`src/kss_pkg.sv`:
```
// ********************************************************************
// Shared constants and types of the knock sensor command decoder
// ********************************************************************
package kss_pkg;

  // ******************************************************************
  // Command codes
  // ******************************************************************
  localparam logic [7:0] KSS_CODE_ADV = 8'h71;
  localparam logic [2:0] KSS_OP_PRESC = 3'h2;
  localparam logic [6:0] KSS_OP_CHAN = 7'h70;
  localparam logic [1:0] KSS_OP_BPF = 2'h0;
  localparam logic [1:0] KSS_OP_GAIN = 2'h2;
  localparam logic [2:0] KSS_OP_TC = 3'h6;
  localparam logic [3:0] KSS_PRESC_MAX = 4'h8;

  // ******************************************************************
  // Response bytes
  // ******************************************************************
  localparam logic [7:0] KSS_RESP_CFG = 8'h71;
  localparam logic [7:0] KSS_RESP_CFG_INV = 8'h8E;
  localparam logic [7:0] KSS_RESP_NONE = 8'h00;
  localparam logic [5:0] KSS_RESP_PAD = 6'h00;
  // Fixed pattern bytes: values are arbitrary
  localparam logic [7:0] KSS_PAT_HI = 8'h3C;
  localparam logic [7:0] KSS_PAT_LO = 8'hC3;

  // ******************************************************************
  // Counts and reset values
  // ******************************************************************
  localparam logic [2:0] KSS_BIT_FIRST = 3'h0;
  localparam logic [2:0] KSS_BIT_LAST = 3'h7;
  localparam logic [2:0] KSS_BIT_STEP = 3'h1;
  localparam logic [9:0] KSS_INTEG_RST = 10'h000;

  // Configuration held by the decoder
  typedef struct packed {
    logic [3:0] presc;
    logic sdo_hiz;
    logic chan;
    logic [5:0] bpf;
    logic [5:0] gain;
    logic [4:0] tc;
  } kss_cfg_t;

  localparam kss_cfg_t KSS_CFG_RST = '{presc: 4'h0, sdo_hiz: 1'b0,
    chan: 1'b0, bpf: 6'h00, gain: 6'h00, tc: 5'h00};

  // Serial pins as one group
  typedef struct packed {
    logic sclk;
    logic cs_n;
    logic sdi;
  } kss_spi_t;

  localparam kss_spi_t KSS_SPI_IDLE = '{sclk: 1'b0, cs_n: 1'b1, sdi: 1'b0};

  // Decoded command classes
  typedef enum logic [2:0] {
    KSS_CMD_NONE = 3'h0,
    KSS_CMD_PRESC = 3'h1,
    KSS_CMD_CHAN = 3'h2,
    KSS_CMD_BPF = 3'h3,
    KSS_CMD_GAIN = 3'h4,
    KSS_CMD_TC = 3'h5,
    KSS_CMD_ADV = 3'h6
  } kss_cmd_t;

  // Frame states, Gray coded along idle-shift-full-over
  typedef enum logic [1:0] {
    KSS_ST_IDLE = 2'b00,
    KSS_ST_SHIFT = 2'b01,
    KSS_ST_FULL = 2'b11,
    KSS_ST_OVER = 2'b10
  } kss_state_t;

endpackage

```
`src/kss_cmd_dec.sv`:
```
`timescale 1ns/100ps
// ********************************************************************
// Command byte classifier
// ********************************************************************
module kss_cmd_dec (
  // Received byte
  input wire logic [7:0] byte_in,
  // Command class
  output kss_pkg::kss_cmd_t cmd_out
);
  import kss_pkg::*;

  // Codes do not overlap; unknown bytes give no command
  always_comb begin
    cmd_out = KSS_CMD_NONE;
    if (byte_in == KSS_CODE_ADV) begin
      cmd_out = KSS_CMD_ADV;
    end else if (byte_in[7:5] == KSS_OP_PRESC) begin
      if (byte_in[4:1] <= KSS_PRESC_MAX) begin
        cmd_out = KSS_CMD_PRESC;
      end
    end else if (byte_in[7:1] == KSS_OP_CHAN) begin
      cmd_out = KSS_CMD_CHAN;
    end else if (byte_in[7:6] == KSS_OP_BPF) begin
      cmd_out = KSS_CMD_BPF;
    end else if (byte_in[7:6] == KSS_OP_GAIN) begin
      cmd_out = KSS_CMD_GAIN;
    end else if (byte_in[7:5] == KSS_OP_TC) begin
      cmd_out = KSS_CMD_TC;
    end
  end

endmodule // kss_cmd_dec

```
`src/kss_decoder.sv`:
```
`timescale 1ns/100ps
// ********************************************************************
// Function
// - Code 010xxxxx loads prescaler from bits 4..1, codes 0000 to 1000
// - Prescaler bit 0 low drives serial output, high makes it float
// - Code 1110000x selects channel from bit 0
// - Code 00xxxxxx stores six-bit band-pass index
// - Code 10xxxxxx stores six-bit gain index
// - Code 110xxxxx stores five-bit integrator time constant index
// - Exact byte 0x71 switches to advanced mode
// - Advanced mode persists until power-up reset only
// - Command and response bytes travel most significant bit first
// - Advanced mode returns the response of the previous command
// - Device holds a ten-bit integrator result readable in advanced mode
// - Prescaler command answers integrator bits 7..0
// - Channel command answers integrator bits 9..8 then six zeros
// - Band-pass and gain commands answer fixed pattern bytes
// - Time constant answers 0x71, advanced entry answers 0x8E
// - After power-up serial output echoes serial input
// ********************************************************************
module kss_decoder (
  // Clock and reset
  input wire logic core_clk_in,
  input wire logic nrst_in,
  // Serial link pins
  input wire logic spi_sclk_in,
  input wire logic spi_cs_n_in,
  input wire logic spi_sdi_in,
  output logic sdo_out,
  output logic sdo_oe_out,
  // Integrator result from the signal chain
  input wire logic [9:0] integ_result_in,
  // Settings and mode
  output kss_pkg::kss_cfg_t cfg_out,
  output logic adv_mode_out
);
  import kss_pkg::*;

  // ******************************************************************
  // Pin sampling and edges
  // ******************************************************************
  kss_spi_t pins_raw;
  kss_spi_t pins_s;
  logic sclk_prev_q, sclk_prev_d;
  logic cs_prev_q, cs_prev_d;
  logic sclk_rise, sclk_fall, cs_fall, cs_rise;

  assign pins_raw = '{sclk: spi_sclk_in, cs_n: spi_cs_n_in,
    sdi: spi_sdi_in};

  kss_sync #(.W(3), .RST(KSS_SPI_IDLE)) u_sync (
    .core_clk_in(core_clk_in),
    .nrst_in(nrst_in),
    .d_in(pins_raw),
    .q_out(pins_s)
  );

  // Previous levels for edge detection
  always_comb begin
    sclk_prev_d = pins_s.sclk;
    cs_prev_d = pins_s.cs_n;
  end

  always_ff @(posedge core_clk_in or negedge nrst_in) begin
    if (!nrst_in) begin
      sclk_prev_q <= KSS_SPI_IDLE.sclk;
      cs_prev_q <= KSS_SPI_IDLE.cs_n;
    end else begin
      sclk_prev_q <= sclk_prev_d;
      cs_prev_q <= cs_prev_d;
    end
  end

  // Edge strobes
  assign sclk_rise = pins_s.sclk & ~sclk_prev_q;
  assign sclk_fall = ~pins_s.sclk & sclk_prev_q;
  assign cs_fall = ~pins_s.cs_n & cs_prev_q;
  assign cs_rise = pins_s.cs_n & ~cs_prev_q;

  // ******************************************************************
  // Frame shifting
  // ******************************************************************
  kss_state_t st_q, st_d;
  logic [2:0] cnt_q, cnt_d;
  logic [7:0] rx_q, rx_d;
  logic [7:0] tx_q, tx_d;
  logic [7:0] resp_q, resp_d;
  logic commit;
  kss_cmd_t cmd;

  // Frame tracker; sample on rising, shift out on falling clock
  always_comb begin
    st_d = st_q;
    cnt_d = cnt_q;
    rx_d = rx_q;
    tx_d = tx_q;
    unique case (st_q)
      KSS_ST_IDLE: begin
        if (cs_fall) begin
          st_d = KSS_ST_SHIFT;
          cnt_d = KSS_BIT_FIRST;
          tx_d = resp_q;
        end
      end
      KSS_ST_SHIFT: begin
        if (cs_rise) begin
          st_d = KSS_ST_IDLE;
        end else begin
          if (sclk_rise) begin
            rx_d = {rx_q[6:0], pins_s.sdi};
            cnt_d = 3'(cnt_q + KSS_BIT_STEP);
            if (cnt_q == KSS_BIT_LAST) begin
              st_d = KSS_ST_FULL;
            end
          end
          if (sclk_fall) begin
            tx_d = {tx_q[6:0], 1'b0};
          end
        end
      end
      KSS_ST_FULL: begin
        if (cs_rise) begin
          st_d = KSS_ST_IDLE;
        end else if (sclk_rise) begin
          st_d = KSS_ST_OVER;
        end else if (sclk_fall) begin
          tx_d = {tx_q[6:0], 1'b0};
        end
      end
      KSS_ST_OVER: begin
        if (cs_rise) begin
          st_d = KSS_ST_IDLE;
        end
      end
    endcase
  end

  always_ff @(posedge core_clk_in or negedge nrst_in) begin
    if (!nrst_in) begin
      st_q <= KSS_ST_IDLE;
      cnt_q <= KSS_BIT_FIRST;
      rx_q <= KSS_RESP_NONE;
      tx_q <= KSS_RESP_NONE;
    end else begin
      st_q <= st_d;
      cnt_q <= cnt_d;
      rx_q <= rx_d;
      tx_q <= tx_d;
    end
  end

  // ******************************************************************
  // Decode and settings
  // ******************************************************************
  kss_cfg_t cfg_q, cfg_d;
  logic adv_q, adv_d;
  logic [9:0] integ_q;

  kss_cmd_dec u_dec (
    .byte_in(rx_q),
    .cmd_out(cmd)
  );

  // A full byte commits only when select is released
  assign commit = cs_rise & (st_q == KSS_ST_FULL);

  // Setting updates and the response for the next frame
  always_comb begin
    cfg_d = cfg_q;
    adv_d = adv_q;
    resp_d = resp_q;
    if (commit) begin
      unique case (cmd)
        KSS_CMD_PRESC: begin
          cfg_d.presc = rx_q[4:1];
          cfg_d.sdo_hiz = rx_q[0];
          resp_d = integ_q[7:0];
        end
        KSS_CMD_CHAN: begin
          cfg_d.chan = rx_q[0];
          resp_d = {integ_q[9:8], KSS_RESP_PAD};
        end
        KSS_CMD_BPF: begin
          cfg_d.bpf = rx_q[5:0];
          resp_d = KSS_PAT_HI;
        end
        KSS_CMD_GAIN: begin
          cfg_d.gain = rx_q[5:0];
          resp_d = KSS_PAT_LO;
        end
        KSS_CMD_TC: begin
          cfg_d.tc = rx_q[4:0];
          resp_d = KSS_RESP_CFG;
        end
        KSS_CMD_ADV: begin
          adv_d = 1'b1;
          resp_d = KSS_RESP_CFG_INV;
        end
        KSS_CMD_NONE: begin
          resp_d = KSS_RESP_NONE;
        end
      endcase
    end
  end

  // Advanced mode clears only on reset
  always_ff @(posedge core_clk_in or negedge nrst_in) begin
    if (!nrst_in) begin
      cfg_q <= KSS_CFG_RST;
      adv_q <= 1'b0;
      resp_q <= KSS_RESP_NONE;
      integ_q <= KSS_INTEG_RST;
    end else begin
      cfg_q <= cfg_d;
      adv_q <= adv_d;
      resp_q <= resp_d;
      integ_q <= integ_result_in;
    end
  end

  // ******************************************************************
  // Serial output
  // ******************************************************************
  logic sdo_q, sdo_d;
  logic sdo_oe_q, sdo_oe_d;

  // Echo in default mode, response bit in advanced mode
  always_comb begin
    sdo_d = adv_q ? tx_q[7] : pins_s.sdi;
    sdo_oe_d = ~pins_s.cs_n & ~cfg_q.sdo_hiz;
  end

  always_ff @(posedge core_clk_in or negedge nrst_in) begin
    if (!nrst_in) begin
      sdo_q <= 1'b0;
      sdo_oe_q <= 1'b0;
    end else begin
      sdo_q <= sdo_d;
      sdo_oe_q <= sdo_oe_d;
    end
  end

  assign sdo_out = sdo_q;
  assign sdo_oe_out = sdo_oe_q;
  assign cfg_out = cfg_q;
  assign adv_mode_out = adv_q;
endmodule // kss_decoder

```
`src/kss_sync.sv`:
```
`timescale 1ns/100ps
// ********************************************************************
// Two-stage synchroniser for a group of pin inputs
// ********************************************************************
module kss_sync #(
  parameter int W = 3,
  parameter logic [W-1:0] RST = '0
) (
  // Clock and reset
  input wire logic core_clk_in,
  input wire logic nrst_in,
  // Pins and synchronised copy
  input wire logic [W-1:0] d_in,
  output logic [W-1:0] q_out
);

  logic [W-1:0] meta_q;
  logic [W-1:0] sync_q;

  // First stage feeds only the second
  always_ff @(posedge core_clk_in or negedge nrst_in) begin
    if (!nrst_in) begin
      meta_q <= RST;
      sync_q <= RST;
    end else begin
      meta_q <= d_in;
      sync_q <= meta_q;
    end
  end

  assign q_out = sync_q;

endmodule // kss_sync
```
`config.mk`:
```
export PLATFORM = sky130hd
export DESIGN_NAME = kss_decoder
export DESIGN_NICKNAME = d
export VERILOG_FILES = /design/src/kss_pkg.sv /design/src/kss_cmd_dec.sv /design/src/kss_decoder.sv /design/src/kss_sync.sv
export SDC_FILE = /design/constraint.sdc
export NUM_CORES = 1
export LEC_CHECK = 0
export BUFFER_PORTS_ARGS = -buffer_cell sky130_fd_sc_hd__buf_2
export CELL_PAD_IN_SITES_DETAIL_PLACEMENT = 0
export CELL_PAD_IN_SITES_GLOBAL_PLACEMENT = 2
export CORE_AREA = 2 2 81 91
export CTS_BUF_LIST = sky130_fd_sc_hd__clkbuf_2 sky130_fd_sc_hd__clkbuf_4 sky130_fd_sc_hd__clkbuf_8
export CTS_CLUSTER_SIZE = 12
export DETAILED_ROUTE_END_ITERATION = 12
export DIE_AREA = 0 0 83 93
export GPL_TIMING_DRIVEN = 0
export HOLD_SLACK_MARGIN = 0.12
export PLACE_DENSITY = 0.94
export SLEW_MARGIN = 30
export SYNTH_ARGS = -nofsm -noshare
export SYNTH_HDL_FRONTEND = slang
export SYNTH_SLANG_ARGS = --single-unit
export TNS_END_PERCENT = 100
```
`constraint.sdc`:
```
create_clock -name core_clk_in -period 5.3 [get_ports core_clk_in]
set_input_delay 0.265 -clock core_clk_in [delete_from_list [all_inputs] [get_ports core_clk_in]]
set_output_delay 0.265 -clock core_clk_in [all_outputs]
set_load 0.05 [all_outputs]
```
---- After elaboration in Yosys (flattened, before gate mapping) ----
Cells that the tools add are included.
storage, ports and cells
  bits in registers ....................... 73
  input port bits ......................... 15
  output and inout bits ................... 26
operators by class
  add/sub/neg operators ................... 1
  magnitude comparators ................... 1
  equality and inequality tests ........... 24
  mux-type cells .......................... 27
  bitwise logic cells ..................... 12
  reductions and logical operators ........ 15
operator list
  operator                                                count
  case mux 8 bit (7 select lines)                         1
  2-to-1 mux 8 bit                                        5
  2-to-1 mux 3 bit                                        9
  case mux 8 bit (3 select lines)                         1
  equality test 3 bit (second input constant)             5
  2-to-1 mux 2 bit                                        7
  inequality test 2 bit (second input constant)           6
  AND reduction 2 bit                                     6
  AND reduction 5 bit                                     2
  equality test 3 x 2 -> 1 bit (second input constant)    3
  inequality test 3 bit (second input constant)           3
  equality test 8 x 7 -> 1 bit (second input constant)    1
  case mux 2 bit (4 select lines)                         1
  equality test 7 bit (second input constant)             1
  AND 1 bit                                               6
  equality test 2 bit (second input constant)             3
  NOT 1 bit                                               6
  case mux 3 bit (2 select lines)                         1
  less-or-equal comparator 4 bit (second input constant)  1
  logical NOT 2 bit                                       2
  AND reduction 4 bit                                     1
  adder 3 x 1 -> 3 bit (second input constant)            1
  equality test 3 x 1 -> 1 bit (second input constant)    1
  logical NOT 3 bit                                       1
  other kinds (5)                                         6

---- Logic depth before layout (Yosys ltp) ----
Gate-level depths: netlist of the first run.
  depth in word-level cells ............... 9
  depth in mapped cells ................... 6

---- By module ----
Synthesis of the first run repeated with hierarchy kept, for this count alone.
second synthesis, totals
  cell total of the unflattened synthesis .. 215
  area total of the unflattened synthesis .. 3,024.2 µm²
by module, submodules not included
  module       times used  cells an instance  area an instance (µm²)  seq. area each (µm²)
  kss_decoder  1           196                2,797.7                 1,677.9
  kss_sync     1           6                  152.6                   152.6
  kss_cmd_dec  1           13                 73.8                    0.0

---- Least setup slack after synthesis of the first run ----
No wires, ideal clock.
  kind .................................... register to register
  start point ............................. register u_sync.sync_q[1] (netlist: u_sync.q_out[1])
  end point ............................... register cfg_q (netlist bit cfg_out[18])
  arrival time ............................ 1.597 ns
  required time ........................... 5.175 ns
  path slack .............................. 3.578 ns
  cell stages (with the launch flop) ...... 7
  buffers on the path ..................... 2
  period minus slack after synthesis ...... 1.722 ns
  path through ............................ dfstp_2 > buf_4 > and4b_1 > buf_4 > nand2_2 > nor3_4 > mux2_2
between the ends
  word-level cells in the longest chain between the ends .. 3
RTL lines
  element                        RTL line            source
  start, declared                kss_sync.sv:18      logic [W-1:0] sync_q;
  start signal, assigned         kss_sync.sv:27      sync_q <= meta_q;
  AND 1 bit                      kss_decoder.sv:78   assign cs_rise = pins_s.cs_n & ~cs_prev_q;
  AND 1 bit                      kss_decoder.sv:165  assign commit = cs_rise & (st_q == KSS_ST_FULL);
  AND reduction 2 bit (no line)  -
  end signal, assigned           kss_decoder.sv:214  cfg_q <= cfg_d;
  end, declared                  kss_decoder.sv:155  kss_cfg_t cfg_q, cfg_d;
No other way between the ends.
A chain may end at the register's enable or synchronous reset.

---- Worst setup path in the final report of the first run ----
  start point ............................. register u_sync.sync_q[1] (netlist: u_sync.q_out[1])
  end point ............................... register cfg_q (netlist bit cfg_out[19])
Same word-level chain as after synthesis.

==> key figures, run 1 <==
Run status
  • Status: completed

Worst setup path
  • CP most frequent cell: buf_4
  • Critical Path RT: 5.52 ns
  • CP Launch Type: flop
  • CP Buf/Inv Count: 2
  • Critical path depth: 6
  • Crit Path Class: flop to flop
  • CP max stage delay: 0.53 ns
  • Setup crit end kind: flop
  • WP data arrival: 2.13 ns
  • Critical Path, Cell by Cell: buf_4 > and4b_1 > buf_4 > nand2_2 > nor3_4 > mux2_2
  • Worst Reg-to-Reg Cells: 6
  • Slowest cell on crit path: dfstp_2
  • Kind of cell adding the most delay to the critical path: simple AND/OR/NAND/NOR gates
  • Crit-path max FO: 8

Die
  • Die Area: 7720 um^2
  • Starting Density: 42.7%
  • IO Pins: 41
  • Die span in y: 93 um
  • CORE AREA: 6850 um^2
  • Die width: 83 um
  • FP Rows: 32

Placement
  • DP HPWL: 3.82 mm
  • Buffers added on ports: 40
  • Routability Congestion: 0.689
  • Placed Cells: 342

Global routing
  • Number of global-route vias before repair: 1974
  • First-pass GRT wire length: 9.61 mm
  • Largest net degree at the start of global routing: 47
  • Global router's overall resource usage: 15.9%
  • Grt total ovfl: 0
  • Initial antenna violation count: 0

Timing
  • Fmax: 524 MHz
  • Setup TNS: 0 ns
  • Final hold slack: 0.356 ns
  • Relative slew margins: 60.4%
  • Worst-Margin Slew: 0.589 ns
  • Finish-stage setup viols: 0
  • Max Slew Vio Count: 0
  • Final worst path period need: 1.91 ns
  • Period utilization: 36.0%
  • Final hold vios: 0
  • RSZ-0062 raised after global routing: no
  • Final Skew: 0.00357 ns

Synthesis
  • Top FF cell, synth: dfrtp_1
  • Sequential fraction of the synthesis area: 62.6%
  • Compound-Gate Fraction of Synth Area: 7.31%
  • Post-synthesis simple-gate area fraction: 10.2%
  • Syn Area/Cell: 13.5 um^2
  • EDFF count, synth: 0
  • Synth Warn #: 0
  • FF+latch count, synth: 73
  • Mux contribution to synthesized area: 15.9%
  • Cell Area, Synth: 2930 um^2
  • Post-Synth Adder-Cell Area: 0.855%
  • Number of different library cells in the post-synthesis netlist: 45
  • Syn Nets: 233
  • Post-Synth XOR/XNOR Area: 0%
  • Main combinational cell family by area after synthesis: multiplexers
  • Async S/R FF share, synth: 100%
  • Mapped Cells: 216

Drt
  • Via count: 1855
  • Wire per inst: 15.2 um
  • # DRC: 0
  • Antenna Nets Post-Route: 0
  • Wire length on met3: 203 um
  • First-pass DRT Iterations: 4
  • DR iter-0 viols: 97
  • Vias per inst: 4.99
  • WL final: 5.66 mm
  • DR top layer: met4
  • Metal-1 WL: 2.47 mm
  • Routed met2 length: 2.91 mm

Clock network
  • Worst-Skew Late Latency: 0.34 ns
  • Clk slew on worst S/H paths: 0.07 ns
  • H-tree lvl count: 3
  • CTS root buf: clkbuf_8
  • Total CTS buffers: 9
  • Worst-case clock buffer depth: 2
  • # Post-CTS Setup Buffers: 0
  • Clock sinks: 73
  • CTS tree: built

Layout
  • Non-filler instance count after layout: 372
  • Final Core Density: 53.0%
  • Most common cell after layout, fill and taps aside: dfrtp_1
  • N_diodes: 0
  • Most frequent cells in the layout: dfrtp_1, buf_2, mux2_2
  • Area Growth Syn to Fin: 24.1%
  • Layout Nets: 299
  • Share of post-route cells with drive strength above 1: 36.9%

Min path
  • Hold Crit Depth: 0
  • Hold Crit Class: flop to flop

Power and ir drop
  • Leak: 1.83 nW
  • Peak supply drop: 0.288 mV
  • Power Density: 358 nW/um^2

Run
  • Max-cap violations: 0
## synth_stat cells, drive strengths merged (2+ instances only)
cell type / count / area, um^2
clkbuf: 4 / 16.3
dfstp: 3 / 78.8
a21oi: 14 / 70.1
nand2: 8 / 32.5
o21ai: 8 / 40.0
nor2: 17 / 63.8
ha: 2 / 25.0
nand4b: 2 / 32.5
o31ai: 2 / 15.0
buf: 9 / 61.3
a31oi: 3 / 18.8
nor3: 2 / 21.3
nor4: 2 / 12.5
mux2i: 7 / 70.1
dfrtp: 70 / 1750
nand3b: 2 / 15.0
nor3b: 4 / 40.0
o211ai: 2 / 15.0
nor2b: 4 / 25.0
mux2: 33 / 394
nand3: 2 / 10.0
inv: 4 / 15.0
## worst reg2reg max path, stage by stage, from the launching register on
cell,delay [ns]
dfstp_2,0.53
buf_4,0.15
and4b_1,0.19
buf_4,0.16
nand2_2,0.09
nor3_4,0.30
mux2_2,0.38
## cell type report
type | count | area [um^2]
fillers | 587 | 3220
inverters | 4 | 15.0
multi-input cells | 126 | 1000
repair buffers | 55 | 370
clock inverters | 5 | 77.6
plain buffers | 13 | 77.6
well taps | 85 | 106
clock buffers | 11 | 151
flip-flops and latches | 73 | 1830
## where the power goes
group	internal, mW	switching [mW]	total, mW
logic	0.0715	0.107	0.178
clock network	0.289	0.196	0.485
registers	0.604	0.0309	0.635
total	0.965	0.333	1.30
## what timing repair did
item                      4_1_cts  5_1_grt
gates resized for setup         0        0
hold buffers                   14        0
hold endpoints to repair       40        0
## registers in the layout, summed over array words and instances, names as in the netlist, 2 cells and up
name	count
cfg_out	23
integ_q	10
resp_q	8
rx_q	8
tx_q	8
cnt_q	3
u_sync.meta_q	3
u_sync.q_out	3
st_q	2
## logic make-up (layout without fill, tap and decap cells)
logic type | count (synthesis) | count (layout)
compound gates | 35 | 35
flops | 73 | 73
buf+inv | 17 | 88
mux | 40 | 40
fa+ha+maj | 2 | 2
simple gates | 49 | 49
## per-stage QoR
stage,setup WS (ns),instance area [um^2],total power [mW]
after floorplan,3.58,2930,0.754
after global placement,3.37,3230,0.809
after detailed placement,3.37,3260,0.819
after CTS,3.36,3630,1.31
after global routing,3.27,3630,1.36
final,3.39,3630,1.30
## per-layer routing
metal	vias to the layer above	track usage (%)
met5	-	0
met4	0	6.15
met3	6	4.59
met2	31	27.8
met1	921	18.6
li1	897	-
## path summary, 6_finish.rpt
path	startpoint	end	slack [ns]
worst max-delay path	u_sync.q_out[1]	cfg_out[19]	3.39
worst min-delay path	u_sync.meta_q[2]	u_sync.q_out[2]	0.36
worst max register to register	u_sync.q_out[1]	cfg_out[19]	3.39
worst min register to register	u_sync.meta_q[2]	u_sync.q_out[2]	0.36
max in group asynchronous	nrst_in	cs_prev_q	4.32
min in group asynchronous	nrst_in	rx_q[0]	0.38
No activity file was read; power rests on OpenSTA's default activity.
==> run 2, diff against run 1 <==
Settings changed: ABC_AREA from default to 1, CORE_AREA 2 2 81 91 to 2 2 94 105, DIE_AREA 0 0 83 93 to 0 0 96 107, PLACE_DENSITY 0.94 to 0.84.
Clock period 5.3 ns to 1.7 ns, I/O delays scaled along.
==> key figures, run 2 <==
Synthesis
  • Synth top area share: 58.7%
  • Mux contribution to synthesized area: 0%
  • Post-synthesis simple-gate area fraction: 23.6%
  • Syn Area/Cell: 9.73 um^2
  • Post-Synth XOR/XNOR Area: 0%
  • Number of different library cells in the post-synthesis netlist: 27
  • Top FF cell, synth: dfrtp_1
  • Compound-Gate Fraction of Synth Area: 10.2%
  • EDFF count, synth: 0
  • Cell with the most instances after synthesis: nand2_1
  • Async S/R FF share, synth: 100%
  • Sequential fraction of the synthesis area: 61.3%
  • Synth Warn #: 0
  • Top cells by area, synth: dfrtp_1, nand2_1, o21ai_0
  • Syn Nets: 324
  • Mapped Cells: 307
  • Main combinational cell family by area after synthesis: simple AND/OR/NAND/NOR gates
  • Cell Area, Synth: 2990 um^2
  • Post-Synth Adder-Cell Area: 0.838%
  • FF+latch count, synth: 73
  • Synth area leader: dfrtp_1
  • Commonest cells in the netlist: nand2_1, dfrtp_1, nor2_1

Worst setup path
  • CP Launch Type: flop
  • Crit Path Class: flop to flop
  • Critical Path RT: 1.98 ns
  • Critical Path, Cell by Cell: inv_1 > nor2_1 > nor2_1 > o21ai_1 > nand2_2 > nand2_2 > nand2_1 > nand2_1
  • Setup crit end kind: flop
  • WP data arrival: 1.82 ns
  • CP max stage delay: 0.57 ns
  • Crit-path max FO: 9
  • Slowest cell on crit path: dfstp_2
  • Worst Reg-to-Reg Cells: 8

Layout
  • Area Growth Syn to Fin: 24.0%
  • Multi-input logic area: 1030 um^2
  • Share of post-route cells with drive strength above 1: 26.1%
  • Layout Nets: 392
  • N_diodes: 0
  • Register cell area after layout: 1830 um^2
  • Post-Layout Inst Area: 3700 um^2
  • Most common cell after layout, fill and taps aside: nand2_1
  • Most frequent cells in the layout: nand2_1, dfrtp_1, buf_2
  • Max reg flops: 23
  • Fill cell count: 914

Drt
  • WL final: 6.38 mm
  • Vias per inst: 4.45
  • Wire per inst: 12.8 um
  • # DRC: 0
  • Antenna Nets Post-Route: 0
  • First-pass DRT Iterations: 4
  • DR iter-0 viols: 122
  • Via count: 2212

Timing
  • Final worst path period need: 1.54 ns
  • Finish-stage setup viols: 0
  • RSZ-0062 raised after global routing: no
  • Final hold vios: 0
  • Period utilization: 90.4%
  • Fmax: 651 MHz
  • Relative slew margins: 64.8%
  • Setup TNS: 0 ns
  • Worst-Margin Slew: 0.524 ns
  • Max Slew Vio Count: 0
  • Final Skew: 0.00955 ns

Clock network
  • Total CTS buffers: 9
  • Worst-case clock buffer depth: 2
  • CTS root buf: clkbuf_8
  • CTS tree: built
  • Clock sinks: 73
  • H-tree lvl count: 3
  • Worst-Skew Late Latency: 0.35 ns
  • Clk slew on worst S/H paths: 0.07 ns

Die
  • Die Area: 10300 um^2
  • FP Rows: 37
  • IO Pins: 41
  • Die span in y: 107 um
  • CORE AREA: 9210 um^2
  • Starting Density: 32.4%
  • Die width: 96 um

Global routing
  • Grt total ovfl: 0
  • Largest net degree at the start of global routing: 46
  • First-pass GRT wire length: 10.9 mm
  • Global router's overall resource usage: 14.1%
  • Number of global-route vias before repair: 2188
  • Initial antenna violation count: 0

Placement
  • Buffers added on ports: 40
  • Placed Area: 3360 um^2
  • Routability Congestion: 0.773
  • DP HPWL: 4.53 mm

Run
  • Max-cap violations: 0

Power and ir drop
  • Peak supply drop: 0.702 mV
  • Power Density: 1410 nW/um^2
  • Leak: 1.89 nW

Run status
  • Status: completed

Min path
  • Hold Crit Class: input port to async pin
[run 2: cell count changes after synthesis, moves of 8 or more]
cell	delta
nand2_1	+95
mux2_2	-26
inv_1	+13
nand3_1	+16
o21ai_0	+13
o21ai_2	+11
a21oi_1	-8
[run 2: where the power goes]
| part | switching [mW] | leakage, nW | internal [mW] | total [mW] |
|---|---|---|---|---|
| Sequential | 0.268 | 0.936 | 2.11 | 2.38 |
| Clock | 0.592 | 0.101 | 0.674 | 1.27 |
| Combinational | 1.11 | 0.849 | 0.489 | 1.60 |
| Total | 1.97 | 1.89 | 3.27 | 5.24 |
[run 2: path summary, 6_finish.rpt]
path,startpoint,end,slack (ns)
setup / recovery,u_sync.q_out[1],tx_q[3],0.16
hold / removal,nrst_in,integ_q[6],0.20
setup reg to reg,u_sync.q_out[1],tx_q[3],0.16
hold reg to reg,u_sync.meta_q[0],u_sync.q_out[0],0.36
max in group asynchronous,nrst_in,u_sync.meta_q[1],0.89
min in group core_clk_in,u_sync.meta_q[0],u_sync.q_out[0],0.36
[run 2: logic make-up after synthesis]
group           Yosys count
compound gates           48
fa+ha+maj                 2
buf+inv                  27
flops                    73
simple gates            157
[run 2: layout make-up]
type	instances	area share, %
Clock inverter	1	0.135
Sequential cell	73	49.4
Clock buffer	15	4.90
Buffer	6	1.11
Timing Repair Buffer	57	10.4
Tap cell	117	3.95
Multi-Input combinational cell	207	27.9
Inverter	21	2.16
[run 2: stage by stage]
step	utilization, %	power (mW)	hold WS (ns)	worst slack [ns]	std cells
6_report	40.2	5.24	0.204	0.164	497
4_1_cts	40.1	5.33	0.190	0.0737	495
2_1_floorplan	-	3.54	-0.211	0.318	307
3_3_place_gp	36.2	3.96	0.191	0.0973	464
5_1_grt	40.2	5.62	0.234	0.0340	497
3_5_place_dp	36.5	4.00	0.0430	0.0804	465
[run 2: per-layer routing]
metal	wire length, um	vias up	track usage [%]	share of wire, %
met5	0	-	0	0
met4	132	0	6.12	2.1
met3	220	9	3.79	3.4
met2	3110	33	21.7	49
met1	2920	1048	18.5	46
li1	-	1122	-	-
[run 2: critical path: cells and delay by family (launching register included)]
family                 cells  cell delay (ns)
DFF                        1             0.57
and+or+nand+nor            6             0.69
buffers and inverters      1             0.06
AOI/OAI and AO/OA          1             0.15
[run 2: repair_timing]
item,4_1_cts,5_1_grt
setup endpoints to repair,0,6
buffers inserted,0,2
endpoints found under the hold margin,83,0
hold buffers,14,0
resized for setup,0,1
